===== src/rtl/jdds_pkg.sv =====
/*
 Constants, register map and carrier types for the jack detection
 debounce and status block.
 Assumes a 50 MHz clock and a 32-bit classic Wishbone slave port.
*/
// Notes on behaviour
// - Headphone result debounce off, or three detections
// - Insertion debounce 16..512 ms for codes 0-5; code 6 ends at the next 1 ms tick; code 7 none
// - Removal needs five detections, or three
// - Hook debounce none, two or three detections
// - Jack state field bits 7-6, values 0,1,3
// - Jack state never reports value 2
// - Headset type field bits 5-4
// - Reserved status bits read zero, writes ignored
// - Jack status resets to zero
// - Detection and status updates only when enabled
// - Detection sample period 1, 2 or 4 ms
// - Detection pulse rate 0.5, 1, 7.5, 15 Hz
package jdds_pkg;
    localparam logic [7:0] IDX_TIMING = 8'h19;
    localparam logic [7:0] IDX_ENABLE = 8'h1a;
    localparam logic [7:0] IDX_DEBOUNCE = 8'h1b;
    localparam logic [7:0] IDX_STATUS = 8'h1c;
    localparam int ADDR_W = 10;
    localparam logic [ADDR_W-1:0] ADDR_TIMING = {IDX_TIMING, 2'b00};
    localparam logic [ADDR_W-1:0] ADDR_ENABLE = {IDX_ENABLE, 2'b00};
    localparam logic [ADDR_W-1:0] ADDR_DEBOUNCE = {IDX_DEBOUNCE, 2'b00};
    localparam logic [ADDR_W-1:0] ADDR_STATUS = {IDX_STATUS, 2'b00};
    // Field positions
    localparam int RATE_LSB = 6;
    localparam int PERIOD_LSB = 1;
    localparam int ENABLE_BIT = 1;
    localparam int HPDEB_BIT = 6;
    localparam int INSERT_LSB = 3;
    localparam int REMOVAL_BIT = 2;
    localparam int HOOK_LSB = 0;
    // Writable masks and reset values
    localparam logic [7:0] TIMING_MASK = 8'hc6;
    localparam logic [7:0] ENABLE_MASK = 8'h02;
    localparam logic [7:0] DEBOUNCE_MASK = 8'h7f;
    localparam logic [7:0] CFG_RESET = 8'h00;
    localparam logic [7:0] STATUS_RESET = 8'h00;
    // Encodings
    localparam logic [2:0] INSERT_NONE = 3'h7;
    localparam logic [1:0] JACK_NONE = 2'h0;
    localparam logic [1:0] JACK_NO_MIC = 2'h1;
    localparam logic [1:0] JACK_MIC = 2'h3;
    localparam logic [1:0] KIND_NONE = 2'h0;
    // Detection counts
    localparam logic [2:0] HP_DEB_COUNT = 3'h3;
    localparam logic [2:0] REMOVE_COUNT_SLOW = 3'h5;
    localparam logic [2:0] REMOVE_COUNT_FAST = 3'h3;
    // Timing
    localparam int CLK_PERIOD_NS = 20;
    localparam int MS_NS = 1000000;
    localparam int MS_CYCLES = MS_NS / CLK_PERIOD_NS;
    localparam logic [10:0] RATE_0_MS = 11'h7d0;
    localparam logic [10:0] RATE_1_MS = 11'h3e8;
    localparam logic [10:0] RATE_2_MS = 11'h085;
    localparam logic [10:0] RATE_3_MS = 11'h042;
    localparam logic [9:0] INSERT_BASE_MS = 10'h010;
    typedef struct packed {
        logic jack;
        logic mic;
        logic [1:0] kind;
        logic hook;
    } jdds_raw_t;
    typedef struct packed {
        logic [1:0] jack_type;
        logic [1:0] kind;
        logic [3:0] zero;
    } jdds_status_t;
endpackage


===== src/rtl/jdds_core.sv =====
/*
 Jack detection debounce and status block with a Wishbone register port.
 Assumes comparator results synchronous to clk_in and a classic
 single-cycle Wishbone master.
*/
// Design decision made here: the Wishbone slave port.
`timescale 1ns/1ps
module jdds_core
    import jdds_pkg::*;
#(
    parameter int MS_TICK_CYCLES = MS_CYCLES
)
(
    input wire logic clk_in,
    input wire logic reset_in,
    input wire logic wb_cyc_in,
    input wire logic wb_stb_in,
    input wire logic wb_we_in,
    input wire logic [ADDR_W-1:0] wb_adr_in,
    input wire logic [3:0] wb_sel_in,
    input wire logic [31:0] wb_dat_in,
    output logic [31:0] wb_dat_out,
    output logic wb_ack_out,
    input wire jdds_raw_t raw_in,
    output logic detect_pulse_out,
    output logic sample_tick_out,
    output jdds_status_t jack_status_out,
    output logic hook_pressed_out
);
    logic wb_ack_ff;
    logic [31:0] wb_dat_ff;
    logic [7:0] timing_ff;
    logic [7:0] enable_ff;
    logic [7:0] jack_debounce_config_ff;
    logic [15:0] ms_cnt_ff;
    logic ms_tick_ff;
    logic [2:0] period_cnt_ff;
    logic sample_tick_ff;
    logic [10:0] rate_cnt_ff;
    logic detect_pulse_ff;
    logic inserted_ff;
    logic mic_ff;
    logic [9:0] ins_ms_ff;
    logic [2:0] rem_cnt_ff;
    logic [1:0] kind_cand_ff;
    logic [2:0] kind_cnt_ff;
    logic [1:0] kind_ff;
    logic hook_cand_ff;
    logic [1:0] hook_cnt_ff;
    logic hook_ff;
    jdds_status_t status_ff;
    logic detection_enable;
    logic headphone_debounce_sel;
    logic [2:0] insertion_debounce_time;
    logic removal_debounce_count;
    logic [1:0] hook_debounce_count;
    logic [1:0] detect_clock_period_sel;
    logic [1:0] detect_pulse_rate;
    logic bus_req;
    logic wr_en;
    logic [7:0] nxt_rdata;
    logic [2:0] period_len;
    logic [10:0] rate_len;
    logic [9:0] ins_len;
    logic [2:0] rem_len;
    logic [2:0] kind_len;
    logic [1:0] hook_len;
    assign detection_enable = enable_ff[ENABLE_BIT];
    assign headphone_debounce_sel = jack_debounce_config_ff[HPDEB_BIT];
    assign insertion_debounce_time = jack_debounce_config_ff[INSERT_LSB +: 3];
    assign removal_debounce_count = jack_debounce_config_ff[REMOVAL_BIT];
    assign hook_debounce_count = jack_debounce_config_ff[HOOK_LSB +: 2];
    assign detect_clock_period_sel = timing_ff[PERIOD_LSB +: 2];
    assign detect_pulse_rate = timing_ff[RATE_LSB +: 2];
    assign bus_req = wb_cyc_in && wb_stb_in && !wb_ack_ff;
    // Writes land on the edge at which the master samples ack high
    assign wr_en = wb_cyc_in && wb_stb_in && wb_ack_ff && wb_we_in && wb_sel_in[0];

    // Bus acknowledge, one cycle after the request is seen
    always_ff @(posedge clk_in or posedge reset_in)
    begin
        if (reset_in)
        begin
            wb_ack_ff <= 1'b0;
        end
        else
        begin
            wb_ack_ff <= bus_req;
        end
    end

    // Read data selection; unmapped addresses read zero
    always_comb
    begin
        if (wb_adr_in == ADDR_TIMING)
        begin
            nxt_rdata = timing_ff;
        end
        else if (wb_adr_in == ADDR_ENABLE)
        begin
            nxt_rdata = enable_ff;
        end
        else if (wb_adr_in == ADDR_DEBOUNCE)
        begin
            nxt_rdata = jack_debounce_config_ff;
        end
        else if (wb_adr_in == ADDR_STATUS)
        begin
            nxt_rdata = status_ff;
        end
        else
        begin
            nxt_rdata = 8'h00;
        end
    end

    always_ff @(posedge clk_in or posedge reset_in)
    begin
        if (reset_in)
        begin
            wb_dat_ff <= 32'h0000_0000;
        end
        else if (bus_req && !wb_we_in)
        begin
            wb_dat_ff <= {24'h00_0000, nxt_rdata};
        end
    end

    // Configuration writes; read-only and reserved bits are masked
    always_ff @(posedge clk_in or posedge reset_in)
    begin
        if (reset_in)
        begin
            timing_ff <= CFG_RESET;
            enable_ff <= CFG_RESET;
            jack_debounce_config_ff <= CFG_RESET;
        end
        else if (wr_en)
        begin
            if (wb_adr_in == ADDR_TIMING)
            begin
                timing_ff <= wb_dat_in[7:0] & TIMING_MASK;
            end
            else if (wb_adr_in == ADDR_ENABLE)
            begin
                enable_ff <= wb_dat_in[7:0] & ENABLE_MASK;
            end
            else if (wb_adr_in == ADDR_DEBOUNCE)
            begin
                jack_debounce_config_ff <= wb_dat_in[7:0] & DEBOUNCE_MASK;
            end
        end
    end

    // Millisecond timebase
    always_ff @(posedge clk_in or posedge reset_in)
    begin
        if (reset_in)
        begin
            ms_cnt_ff <= 16'h0000;
            ms_tick_ff <= 1'b0;
        end
        else if (!detection_enable || ms_cnt_ff == 16'(MS_TICK_CYCLES - 1))
        begin
            ms_cnt_ff <= 16'h0000;
            ms_tick_ff <= detection_enable;
        end
        else
        begin
            ms_cnt_ff <= ms_cnt_ff + 16'h0001;
            ms_tick_ff <= 1'b0;
        end
    end

    // Sample period of 1, 2 or 4 ms; reserved code taken as 4 ms
    always_comb
    begin
        case (detect_clock_period_sel)
            2'h0: period_len = 3'h1;
            2'h1: period_len = 3'h2;
            default: period_len = 3'h4;
        endcase
    end

    always_ff @(posedge clk_in or posedge reset_in)
    begin
        if (reset_in)
        begin
            period_cnt_ff <= 3'h0;
            sample_tick_ff <= 1'b0;
        end
        else if (!detection_enable)
        begin
            period_cnt_ff <= 3'h0;
            sample_tick_ff <= 1'b0;
        end
        else if (ms_tick_ff && period_cnt_ff + 3'h1 >= period_len)
        begin
            period_cnt_ff <= 3'h0;
            sample_tick_ff <= 1'b1;
        end
        else
        begin
            period_cnt_ff <= period_cnt_ff + {2'h0, ms_tick_ff};
            sample_tick_ff <= 1'b0;
        end
    end

    // Detection pulse rate
    always_comb
    begin
        case (detect_pulse_rate)
            2'h0: rate_len = RATE_0_MS;
            2'h1: rate_len = RATE_1_MS;
            2'h2: rate_len = RATE_2_MS;
            default: rate_len = RATE_3_MS;
        endcase
    end

    always_ff @(posedge clk_in or posedge reset_in)
    begin
        if (reset_in)
        begin
            rate_cnt_ff <= 11'h000;
            detect_pulse_ff <= 1'b0;
        end
        else if (!detection_enable)
        begin
            rate_cnt_ff <= 11'h000;
            detect_pulse_ff <= 1'b0;
        end
        else if (ms_tick_ff && rate_cnt_ff + 11'h001 >= rate_len)
        begin
            rate_cnt_ff <= 11'h000;
            detect_pulse_ff <= 1'b1;
        end
        else
        begin
            rate_cnt_ff <= rate_cnt_ff + {10'h000, ms_tick_ff};
            detect_pulse_ff <= 1'b0;
        end
    end

    // Debounce lengths
    assign ins_len = INSERT_BASE_MS << insertion_debounce_time;
    assign rem_len = removal_debounce_count ? REMOVE_COUNT_FAST : REMOVE_COUNT_SLOW;
    assign kind_len = headphone_debounce_sel ? HP_DEB_COUNT : 3'h1;
    assign hook_len = (hook_debounce_count < 2'h2) ? 2'h1 : hook_debounce_count;

    // Jack insertion (timed) and removal (counted)
    always_ff @(posedge clk_in or posedge reset_in)
    begin
        if (reset_in)
        begin
            inserted_ff <= 1'b0;
            mic_ff <= 1'b0;
            ins_ms_ff <= 10'h000;
            rem_cnt_ff <= 3'h0;
        end
        else if (!detection_enable)
        begin
            ins_ms_ff <= 10'h000;
            rem_cnt_ff <= 3'h0;
        end
        else if (!inserted_ff)
        begin
            rem_cnt_ff <= 3'h0;
            if (!raw_in.jack)
            begin
                ins_ms_ff <= 10'h000;
            end
            else if (insertion_debounce_time == INSERT_NONE
                     || (ms_tick_ff && ins_ms_ff + 10'h001 >= ins_len))
            begin
                inserted_ff <= 1'b1;
                mic_ff <= raw_in.mic;
                ins_ms_ff <= 10'h000;
            end
            else
            begin
                ins_ms_ff <= ins_ms_ff + {9'h000, ms_tick_ff};
            end
        end
        else
        begin
            ins_ms_ff <= 10'h000;
            if (raw_in.jack)
            begin
                rem_cnt_ff <= 3'h0;
            end
            else if (sample_tick_ff && rem_cnt_ff + 3'h1 >= rem_len)
            begin
                inserted_ff <= 1'b0;
                mic_ff <= 1'b0;
                rem_cnt_ff <= 3'h0;
            end
            else
            begin
                rem_cnt_ff <= rem_cnt_ff + {2'h0, sample_tick_ff};
            end
        end
    end

    // Headphone kind result debounce
    always_ff @(posedge clk_in or posedge reset_in)
    begin
        if (reset_in)
        begin
            kind_cand_ff <= KIND_NONE;
            kind_cnt_ff <= 3'h0;
            kind_ff <= KIND_NONE;
        end
        else if (detection_enable && sample_tick_ff)
        begin
            if (raw_in.kind != kind_cand_ff)
            begin
                kind_cand_ff <= raw_in.kind;
                kind_cnt_ff <= 3'h1;
                if (kind_len == 3'h1)
                begin
                    kind_ff <= raw_in.kind;
                end
            end
            else if (kind_cnt_ff + 3'h1 >= kind_len)
            begin
                kind_ff <= kind_cand_ff;
                kind_cnt_ff <= kind_len;
            end
            else
            begin
                kind_cnt_ff <= kind_cnt_ff + 3'h1;
            end
        end
    end

    // Hook press debounce
    always_ff @(posedge clk_in or posedge reset_in)
    begin
        if (reset_in)
        begin
            hook_cand_ff <= 1'b0;
            hook_cnt_ff <= 2'h0;
            hook_ff <= 1'b0;
        end
        else if (detection_enable && sample_tick_ff)
        begin
            if (raw_in.hook != hook_cand_ff)
            begin
                hook_cand_ff <= raw_in.hook;
                hook_cnt_ff <= 2'h1;
                if (hook_len == 2'h1)
                begin
                    hook_ff <= raw_in.hook;
                end
            end
            else if (hook_cnt_ff + 2'h1 >= hook_len)
            begin
                hook_ff <= hook_cand_ff;
                hook_cnt_ff <= hook_len;
            end
            else
            begin
                hook_cnt_ff <= hook_cnt_ff + 2'h1;
            end
        end
    end

    // Status register; value 2 is never produced
    always_ff @(posedge clk_in or posedge reset_in)
    begin
        if (reset_in)
        begin
            status_ff <= STATUS_RESET;
        end
        else if (detection_enable)
        begin
            status_ff.jack_type <= !inserted_ff ? JACK_NONE : (mic_ff ? JACK_MIC : JACK_NO_MIC);
            status_ff.kind <= inserted_ff ? kind_ff : KIND_NONE;
            status_ff.zero <= 4'h0;
        end
    end

    // Registered outputs
    always_ff @(posedge clk_in or posedge reset_in)
    begin
        if (reset_in)
        begin
            hook_pressed_out <= 1'b0;
            jack_status_out <= STATUS_RESET;
            detect_pulse_out <= 1'b0;
            sample_tick_out <= 1'b0;
        end
        else
        begin
            hook_pressed_out <= hook_ff && inserted_ff;
            jack_status_out <= status_ff;
            detect_pulse_out <= detect_pulse_ff;
            sample_tick_out <= sample_tick_ff;
        end
    end

    assign wb_ack_out = wb_ack_ff;
    assign wb_dat_out = wb_dat_ff;
endmodule


===== config.mk =====
export PLATFORM = sky130hd
export DESIGN_NAME = jdds_core
export DESIGN_NICKNAME = d
export VERILOG_FILES = /design/src/rtl/jdds_pkg.sv /design/src/rtl/jdds_core.sv
export SDC_FILE = /design/constraint.sdc
export NUM_CORES = 1
export LEC_CHECK = 0
export BUFFER_PORTS_ARGS = -buffer_cell sky130_fd_sc_hd__buf_4
export CAP_MARGIN = 20
export CORE_MARGIN = 5
export CORE_UTILIZATION = 37
export DETAILED_ROUTE_END_ITERATION = 16
export GPL_TIMING_DRIVEN = 0
export PLACE_DENSITY = 0.7
export SYNTH_ARGS = -nofsm -noshare
export SYNTH_HDL_FRONTEND = slang
export SYNTH_SLANG_ARGS = --single-unit

===== constraint.sdc =====
create_clock -name clk_in -period 2.76 [get_ports clk_in]
set_clock_uncertainty 0.05 [all_clocks]
set_input_delay 0.138 -clock clk_in [delete_from_list [all_inputs] [get_ports clk_in]]
set_output_delay 0.138 -clock clk_in [all_outputs]
set_load 0.005 [all_outputs]

==> results of run 1 <==
## registers in the layout, indices dropped and copies added, names as in the netlist, 2 cells and up
| name | flops |
|---|---|
| hook_cnt_ff | 2 |
| rem_cnt_ff | 3 |
| jack_status_out | 4 |
| kind_cnt_ff | 3 |
| timing_ff | 4 |
| status_ff | 4 |
| wb_dat_out | 8 |
| ms_cnt_ff | 16 |
| kind_cand_ff | 2 |
| kind_ff | 2 |
| rate_cnt_ff | 11 |
| ins_ms_ff | 10 |
| period_cnt_ff | 3 |
| jack_debounce_config_ff | 7 |
## worst reg2reg max path, delay by kind of cell, from the launching register on
family          cells  cell delay [ns]
flops               1             0.33
simple gates        4             0.85
buf+inv             2             0.50
compound gates      2             0.54
fa+ha+maj           1             0.28
## layout by cell type (no fill, tap or decap), types with 3 or more instances in the layout
cell	n
nor2_1	66
inv_1	25
o31ai_1	5
nand2b_1	6
clkbuf_1	12
o2bb2ai_1	3
nand2_1	35
and4_1	3
xor2_1	28
dfrtp_1	90
nor4_1	5
xnor2_1	26
o21ai_0	13
and3_1	6
dlygate4sd3_1	10
and2_1	7
conb_1	28
nor2b_1	5
a21oi_1	17
nand3b_1	3
buf_4	74
clkbuf_16	9
nor3_1	6
a22oi_1	4
ha_1	41
or3_1	5
nand3_1	22
mux2_2	18
nand4_1	11
## how the worst max path moves through the flow
stage                                                       from                                     end  slack (ns)  cells past startpoint
after detailed placement  jack_debounce_config_ff[3]$_DFFE_PP0P_                  ins_ms_ff[3]$_DFF_PP0_       -0.34                      8
after global routing      jack_debounce_config_ff[3]$_DFFE_PP0P_                  ins_ms_ff[3]$_DFF_PP0_      -0.006                      9
after CTS                               rate_cnt_ff[2]$_DFF_PP0_                rate_cnt_ff[4]$_DFF_PP0_        0.07                     11
after global placement                                  reset_in  jack_debounce_config_ff[3]$_DFFE_PP0P_       -0.82                      2
after floorplan           jack_debounce_config_ff[3]$_DFFE_PP0P_                  ins_ms_ff[2]$_DFF_PP0_        0.16                      8
final                     jack_debounce_config_ff[3]$_DFFE_PP0P_                  ins_ms_ff[3]$_DFF_PP0_        0.15                      9
## cell families after synthesis
family | Yosys count | share of synthesized area
AOI/OAI and AO/OA | 59 | 0.0741
xor gates and xnor gates | 54 | 0.0913
adders and majority gates | 41 | 0.0990
buffers and inverters | 69 | 0.0719
DFF | 91 | 0.439
muxes | 20 | 0.0430
other | 1 | 0.000724
and+or+nand+nor | 188 | 0.181
## power groups by stage
stage,Clock [µW],Sequential (µW),Combinational [µW]
detailed placement,0,1380,163
CTS,1240,1350,175
floorplan,0,1380,91.7
finish,1220,1350,174
global route,1300,1350,195
global placement,0,1380,153
## through the flow
step / setup TNS [ns] / cells / setup slack [ns] / instance area, µm² / utilization
CTS: 0 / 799 / 0.0666 / 6270 / 0.453
finish: 0 / 800 / 0.155 / 6290 / 0.455
floorplan: 0 / 550 / 0.162 / 5280 / -
global placement: -77.48 / 773 / -0.824 / 5830 / 0.422
detailed placement: -5.41 / 774 / -0.342 / 5860 / 0.424
global route: -0.00599 / 800 / -0.00599 / 6290 / 0.455
## routing by layer
layer / share of wire / track usage / wire length (µm) / up-vias
met2: 0.50 / 0.230 / 5310 / 68
met1: 0.44 / 0.162 / 4620 / 1877
met3: 0.041 / 0.0295 / 432 / 22
met4: 0.022 / 0.0493 / 237 / 0
met5: 0 / 0 / 0 / -
li1: - / - / - / 1920
## cell type report
type,count,area share
multi-input cells,390,0.422
flip-flops and latches,91,0.362
repair buffers,56,0.0740
plain buffers,42,0.0438
clock buffers,10,0.0364
well taps,180,0.0358
inverters,26,0.0159
clock inverters,5,0.00995
## what timing repair did
action / in CTS / in global routing
gates resized for setup: 3 / 4
buffers inserted: 1 / 1
hold buffers: 10 / 0
pin swaps: 1 / 1
endpoints found under the setup margin: 21 / 21
endpoints found under the hold margin: 40 / 0
==> reports/metrics.cfg, run 1 <==
[die]
rows=43
die_h_um=128
ios=100
die_w_um=128
start_util=0.375
core_um2=13800
dieArea_um2=16500

[worst_setup_path]
cp_max_fo=10
start_kind=register
max_stage_delay_ns=0.48
path_cells=clkbuf_1 -> or3b_2 -> ha_1 -> o211ai_1 -> nor2_1 -> o41ai_4 -> nand4_1 -> buf_4 -> nor2_1
crit_buf_inv=2
endpoint_kind=register
reg2reg_slack_ns=0.15
crit_family=simple AND/OR/NAND/NOR gates
crit_type=register to register
reg2reg_from=jack_debounce_config_ff[3]$_DFFE_PP0P_
cp_common_cell=nor2_1
reg2regPathDepth=9
slowest_stage=or3b_2
timing.rr.end=ins_ms_ff[3]$_DFF_PP0_
required_ns=2.98
arrival_ns=2.83

[sta]
tightest_slew_ns=0.756
relSlewSlack=0.491
clock.fmax_ghz=0.384
hold_viol_final=0
hold_slack_ns=0.00939
rsz0062_at_grt=yes
finalCriticalPeriod_ns=2.61
fin_crit_sh=0.944
drv_slew=0
setup_viol=0

[global_routing]
grt-ovfl-total=0
grt_usage=0.133
grt_max_degree=62
grt_pass1_vias=3866
grt_pass1_wl_um=17900
antenna_found_initial=0

[yosys]
syn_area_um2=5180
synth_common_cells=dfrtp_1 (91), nor2_1 (66), ha_1 (41)
ys.flop_type=dfrtp_1
netlist_instances=523
synth-edff-count=0
yosysSeqAreaShare=0.439
yosysTopAreaCellShare=0.439
synth_top_cell_by_area=dfrtp_1
syn_area_per_cell_um2=9.91
ys_top_cells_by_area=dfrtp_1 (44%), ha_1 (9.9%), nor2_1 (4.8%)
yosysMostFrequentCell=dfrtp_1
ys_seq_elements=91
ys_types=51
synth_async_sr_flop_share=1.00
ys.warnings.count=0

[power_and_ir_drop]
ir_worst_vdd_v=0.000277
seq_power_share=0.493
clkPwrFrac=0.443
switching_share=0.221
power.static_leakage_uw=0.00304
p_int_uw=2140
power_switching_uw=606
p_per_area_nw_per_um2=437
total_power_uw=2750
combPwrFrac=0.063

[min_path]
hold_start=wb_dat_in[1]
min_path_type=input pin to register
hold_path_end=enable_ff[1]$_DFFE_PP0P_
whs_path_depth=2

[clock_network]
tritoncts=done
clkTransAtPathRegs_ns=0.07
clk_latency_ns=0.34
clockBufferDepth=2
cts_sinks=91
cts_buffers=9
root_buffer=clkbuf_16
htreeDepth=3

[routing]
drc=0
vias=3887
wl_per_cell_um=13.3
vias_per_cell=4.86
drtPass1Iterations=4
wl_um=10600
ant_nets=0
first_iter_violations=189

[layout]
antenna_cells=0
nNetsFinal=713
multi_input_area_um2=2650
layout-drive-gt1-share=0.190
seq_area_um2=2280
area_growth_pct=21.4
nFillCells=1283

[placed_design]
dp_hpwl_um=8010
io_buffers=43
gp_congestion=0.831

[status]
status=complete, no violations

[flow_run]
drv_cap=0

Power figures use the tool's default switching activity.
==> inputs of run 2 (changes only) <==
--- a/config.mk
+++ b/config.mk
@@ -5,13 +5,14 @@
 export SDC_FILE = /design/constraint.sdc
 export NUM_CORES = 1
 export LEC_CHECK = 0
+export ABC_CLOCK_PERIOD_IN_PS = 2760
 export BUFFER_PORTS_ARGS = -buffer_cell sky130_fd_sc_hd__buf_4
 export CAP_MARGIN = 20
 export CORE_MARGIN = 5
-export CORE_UTILIZATION = 37
+export CORE_UTILIZATION = 40
 export DETAILED_ROUTE_END_ITERATION = 16
 export GPL_TIMING_DRIVEN = 0
-export PLACE_DENSITY = 0.7
+export PLACE_DENSITY = 0.74
 export SYNTH_ARGS = -nofsm -noshare
 export SYNTH_HDL_FRONTEND = slang
 export SYNTH_SLANG_ARGS = --single-unit
==> reports/metrics.cfg, run 2 (synthesis results as in run 1) <==
[clock_network]
htreeDepth=3
clk_latency_ns=0.34
clockBufferDepth=2
cts_sinks=91
tritoncts=done
root_buffer=clkbuf_16
clkTransAtPathRegs_ns=0.06
cts_buffers=9

[worst_setup_path]
endpoint_kind=register
path_cells=nand4_1 -> buf_4 -> nor2_2 -> nand2_1 -> xnor2_1 -> ha_1 -> a22o_1 -> o41ai_4 -> nand4_1 -> buf_4 -> nor2_1
arrival_ns=2.83
cp_max_fo=10
crit_type=register to register
crit_family=compound AO/OA/AOI/OAI gates
start_kind=register
required_ns=2.97
crit_buf_inv=2
max_stage_delay_ns=0.41
slowest_stage=dfrtp_2

[placed_design]
io_buffers=43
dp_hpwl_um=7970
gp_congestion=0.844
placed_cells=766

[global_routing]
grt_usage=0.146
grt-ovfl-total=0
grt_max_degree=67
grt_pass1_wl_um=18000
grt_pass1_vias=3825
antenna_found_initial=0

[layout]
nNetsFinal=713
antenna_cells=0
multi_input_area_um2=2660
largest_register_ffs=16
final_cell_mix=dfrtp_1 (89), buf_4 (75), nor2_1 (64)
seq_area_um2=2280
final_cells=793
layout-drive-gt1-share=0.198
largest-register=ms_cnt_ff
final_common_cell=dfrtp_1
nFillCells=1106
area_growth_pct=22.0
reg_top3=ms_cnt_ff (16), rate_cnt_ff (11), ins_ms_ff (10)

[min_path]
min_path_type=input pin to register

[routing]
drtPass1Iterations=4
vias_per_cell=4.89
wl_per_cell_um=13.5
wl_um=10700
ant_nets=0
first_iter_violations=268
vias=3881
drc=0

[sta]
clock.fmax_ghz=0.381
rsz0062_at_grt=no
setup_viol=0
tns_ns=0
tightest_slew_ns=0.710
finalCriticalPeriod_ns=2.62
drv_slew=0
hold_viol_final=0
fin_crit_sh=0.950
relSlewSlack=0.523

[power_and_ir_drop]
p_int_uw=2240
p_per_area_nw_per_um2=447
power_switching_uw=589
clkPwrFrac=0.459
switching_share=0.208
combPwrFrac=0.061
ir_worst_vdd_v=0.000250
seq_power_share=0.479
power.static_leakage_uw=0.00307

[die]
rows=41
ios=100
die_w_um=124
dieArea_um2=15300
die_h_um=124
core_um2=12700
start_util=0.409

[status]
status=complete, no violations

[flow_run]
drv_cap=0

## run 2: power by group through the flow
stage | sequential, µW | clock (µW) | combinational [µW]
final | 1360 | 1300 | 174
after global routing | 1360 | 1380 | 196
after CTS | 1360 | 1330 | 175
after detailed placement | 1380 | 0 | 163
after global placement | 1380 | 0 | 153
after floorplan | 1380 | 0 | 91.7
## run 2: final timing paths
path	start	slack [ns]	to	depth (start not counted)
min	raw_in[2]	0.02	kind_cand_ff[1]$_DFFE_PP0P_	2
min in group asynchronous	reset_in	0.29	rate_cnt_ff[6]$_DFF_PP0_	3
min reg2reg	detect_pulse_ff$_DFF_PP0_	0.31	detect_pulse_out$_DFF_PP0_	0
max reg2reg	ins_ms_ff[2]$_DFF_PP0_	0.14	ins_ms_ff[9]$_DFF_PP0_	11
max in group asynchronous	reset_in	1.73	ins_ms_ff[2]$_DFF_PP0_	4
max	ins_ms_ff[2]$_DFF_PP0_	0.14	ins_ms_ff[9]$_DFF_PP0_	11
## run 2: cell type report
type / count / share of cell area
flip-flops and latches: 91 / 0.361
multi-input cells: 390 / 0.420
clock buffers: 13 / 0.0443
inverters: 26 / 0.0158
plain buffers: 41 / 0.0430
well taps: 172 / 0.0340
clock inverters: 3 / 0.00693
repair buffers: 57 / 0.0748
## run 2: timing repair
| item | in CTS | in global routing |
|---|---|---|
| setup buffers | 1 | 2 |
| pin swaps | 1 | 3 |
| resized for setup | 2 | 8 |
| endpoints found under the setup margin | 22 | 22 |
| hold buffers | 10 | 0 |
| endpoints found under the hold margin | 35 | 0 |
## run 2: through the flow
step	cell area (µm²)	hold WS, ns	setup slack (ns)	util	power (µW)
finish	6320	0.0165	0.138	0.499	2830
global route	6320	0.00544	0.00504	0.499	2930
CTS	6290	0.00895	0.0391	0.496	2860
detailed placement	5850	0.102	-0.441	0.462	1540
global placement	5820	0.287	-0.823	0.459	1530
floorplan	5280	0.158	0.162	-	1470
## run 2: routing by layer
layer | track usage | part of all wire | vias to the layer above
li1 | - | - | 1924
met1 | 0.188 | 0.45 | 1874
met2 | 0.251 | 0.50 | 67
met3 | 0.0322 | 0.036 | 16
met4 | 0.0367 | 0.015 | 0
met5 | 0 | 0 | -
==> inputs of run 3 (changes only) <==
--- a/config.mk
+++ b/config.mk
@@ -8,7 +8,6 @@
 export ABC_CLOCK_PERIOD_IN_PS = 2760
 export BUFFER_PORTS_ARGS = -buffer_cell sky130_fd_sc_hd__buf_4
 export CAP_MARGIN = 20
-export CORE_MARGIN = 5
 export CORE_UTILIZATION = 40
 export DETAILED_ROUTE_END_ITERATION = 16
 export GPL_TIMING_DRIVEN = 0
==> reports/metrics.cfg, run 3 (synthesis results as in run 1) <==
[flow_run]
drv_cap=0

[sta]
relSlewSlack=0.441
hold_viol_final=0
drv_slew=0
finalCriticalPeriod_ns=2.58
fin_crit_sh=0.936
tightest_slew_ns=0.831
clock.fmax_ghz=0.387
setup_viol=0

[layout]
antenna_cells=0
final_cells=792
multi_input_area_um2=2660
nNetsFinal=712
final_common_cell=dfrtp_1
final_cell_mix=dfrtp_1 (90), buf_4 (74), nor2_1 (65)
layout-drive-gt1-share=0.195
seq_area_um2=2280
nFillCells=1149
reg_top3=ms_cnt_ff (16), rate_cnt_ff (11), ins_ms_ff (10)
largest-register=ms_cnt_ff
largest_register_ffs=16
area_growth_pct=21.8

[worst_setup_path]
start_kind=register
cp_common_cell=nor2_1
reg2regPathDepth=9
crit_type=register to register
slowest_stage=or3b_2
max_stage_delay_ns=0.50
cp_max_fo=10
endpoint_kind=register
required_ns=2.97
arrival_ns=2.79
path_cells=clkbuf_1 -> or3b_2 -> ha_1 -> o211ai_1 -> nor2_1 -> o41ai_4 -> nand4_1 -> buf_4 -> nor2_1

[routing]
wl_per_cell_um=13.2
drtPass1Iterations=4
vias=3888
first_iter_violations=205
drc=0
wl_um=10500
vias_per_cell=4.91
ant_nets=0

[die]
die_h_um=116
die_w_um=116
dieArea_um2=13400
start_util=0.411
rows=41
ios=100
core_um2=12600

[clock_network]
root_buffer=clkbuf_16
clkTransAtPathRegs_ns=0.06
tritoncts=done
clk_latency_ns=0.34
cts_buffers=9
htreeDepth=3
cts_sinks=91
clockBufferDepth=2

[placed_design]
gp_congestion=0.807
placed_cells=766
io_buffers=43
dp_hpwl_um=7820

[status]
status=complete, no violations

[global_routing]
antenna_found_initial=0
grt_usage=0.169
grt_pass1_wl_um=17800
grt-ovfl-total=0
grt_pass1_vias=3995
grt_max_degree=63

[power_and_ir_drop]
combPwrFrac=0.062
switching_share=0.206
p_per_area_nw_per_um2=447
seq_power_share=0.481
total_power_uw=2820
ir_worst_vdd_v=0.000336
clkPwrFrac=0.457
power_switching_uw=579
power.static_leakage_uw=0.00307
p_int_uw=2240

[min_path]
whs_path_depth=2
min_path_type=input pin to register

-- run 3: cell types whose count changed in the layout (fill, tap and decap cells not counted) --
cell	before	now
nor2_1	64	65
nor2_2	2	1
dfrtp_1	89	90
dfrtp_2	2	1
and3_1	7	6
and3_2	0	1
buf_4	75	74
-- run 3: layout make-up --
cell class | instances | share of cell area
inverter | 26 | 0.0159
clock inverter | 3 | 0.00694
clock buffer | 13 | 0.0444
buffer | 41 | 0.0430
timing repair buffer | 56 | 0.0738
tap | 172 | 0.0341
sequential | 91 | 0.361
multi-input combinational | 390 | 0.421
-- run 3: stage by stage --
stage | cell area [µm²] | hold WS, ns | setup TNS (ns) | setup slack (ns) | utilization
finish | 6310 | 0.00731 | 0 | 0.176 | 0.500
floorplan | 5280 | 0.158 | 0 | 0.162 | -
CTS | 6290 | 0.000555 | 0 | 0.0504 | 0.498
global placement | 5820 | 0.286 | -72.75 | -0.771 | 0.461
global route | 6310 | 0.0152 | -0.00733 | -0.00733 | 0.500
detailed placement | 5850 | 0.119 | -5.25 | -0.395 | 0.464
-- run 3: critical path, delay by kind of cell, from the launching register on --
family | cells | cell delay [ns]
compound gates | 2 | 0.54
fa+ha+maj | 1 | 0.28
buf+inv | 2 | 0.40
flops | 1 | 0.36
simple gates | 4 | 0.88
-- run 3: per-layer routing --
layer	vias up	share of wire	global-route usage
li1	1915	-	-
met1	1877	0.43	0.194
met2	80	0.52	0.312
met3	16	0.032	0.0241
met4	0	0.019	0.0718
met5	-	0	0
-- run 3: path summary, 6_finish.rpt --
| check | start | end | slack, ns |
|---|---|---|---|
| setup / recovery | jack_debounce_config_ff[4]$_DFFE_PP0P_ | ins_ms_ff[4]$_DFF_PP0_ | 0.18 |
| hold / removal | wb_dat_in[6] | timing_ff[6]$_DFFE_PP0P_ | 0.007 |
| setup reg to reg | jack_debounce_config_ff[4]$_DFFE_PP0P_ | ins_ms_ff[4]$_DFF_PP0_ | 0.18 |
| hold reg to reg | detect_pulse_ff$_DFF_PP0_ | detect_pulse_out$_DFF_PP0_ | 0.34 |
| max in group asynchronous | reset_in | jack_status_out[6]$_DFF_PP0_ | 1.73 |
| min in group asynchronous | reset_in | rate_cnt_ff[1]$_DFF_PP0_ | 0.31 |
-- run 3: timing repair --
action                                  CTS  global route
gates cloned                              0             0
gates resized for setup                   2             7
hold endpoints to repair                 38             0
pin swaps                                 1             3
endpoints found under the setup margin   22            20
buffers inserted                          1             1
hold buffers                             10             0
-- run 3: power by group through the flow --
stage                     sequential (µW)  combinational, µW  clock (µW)
after floorplan                      1380               91.7           0
after global placement               1380                153           0
after detailed placement             1380                163           0
after CTS                            1360                175        1320
after global routing                 1360                195        1370
final                                1360                173        1290
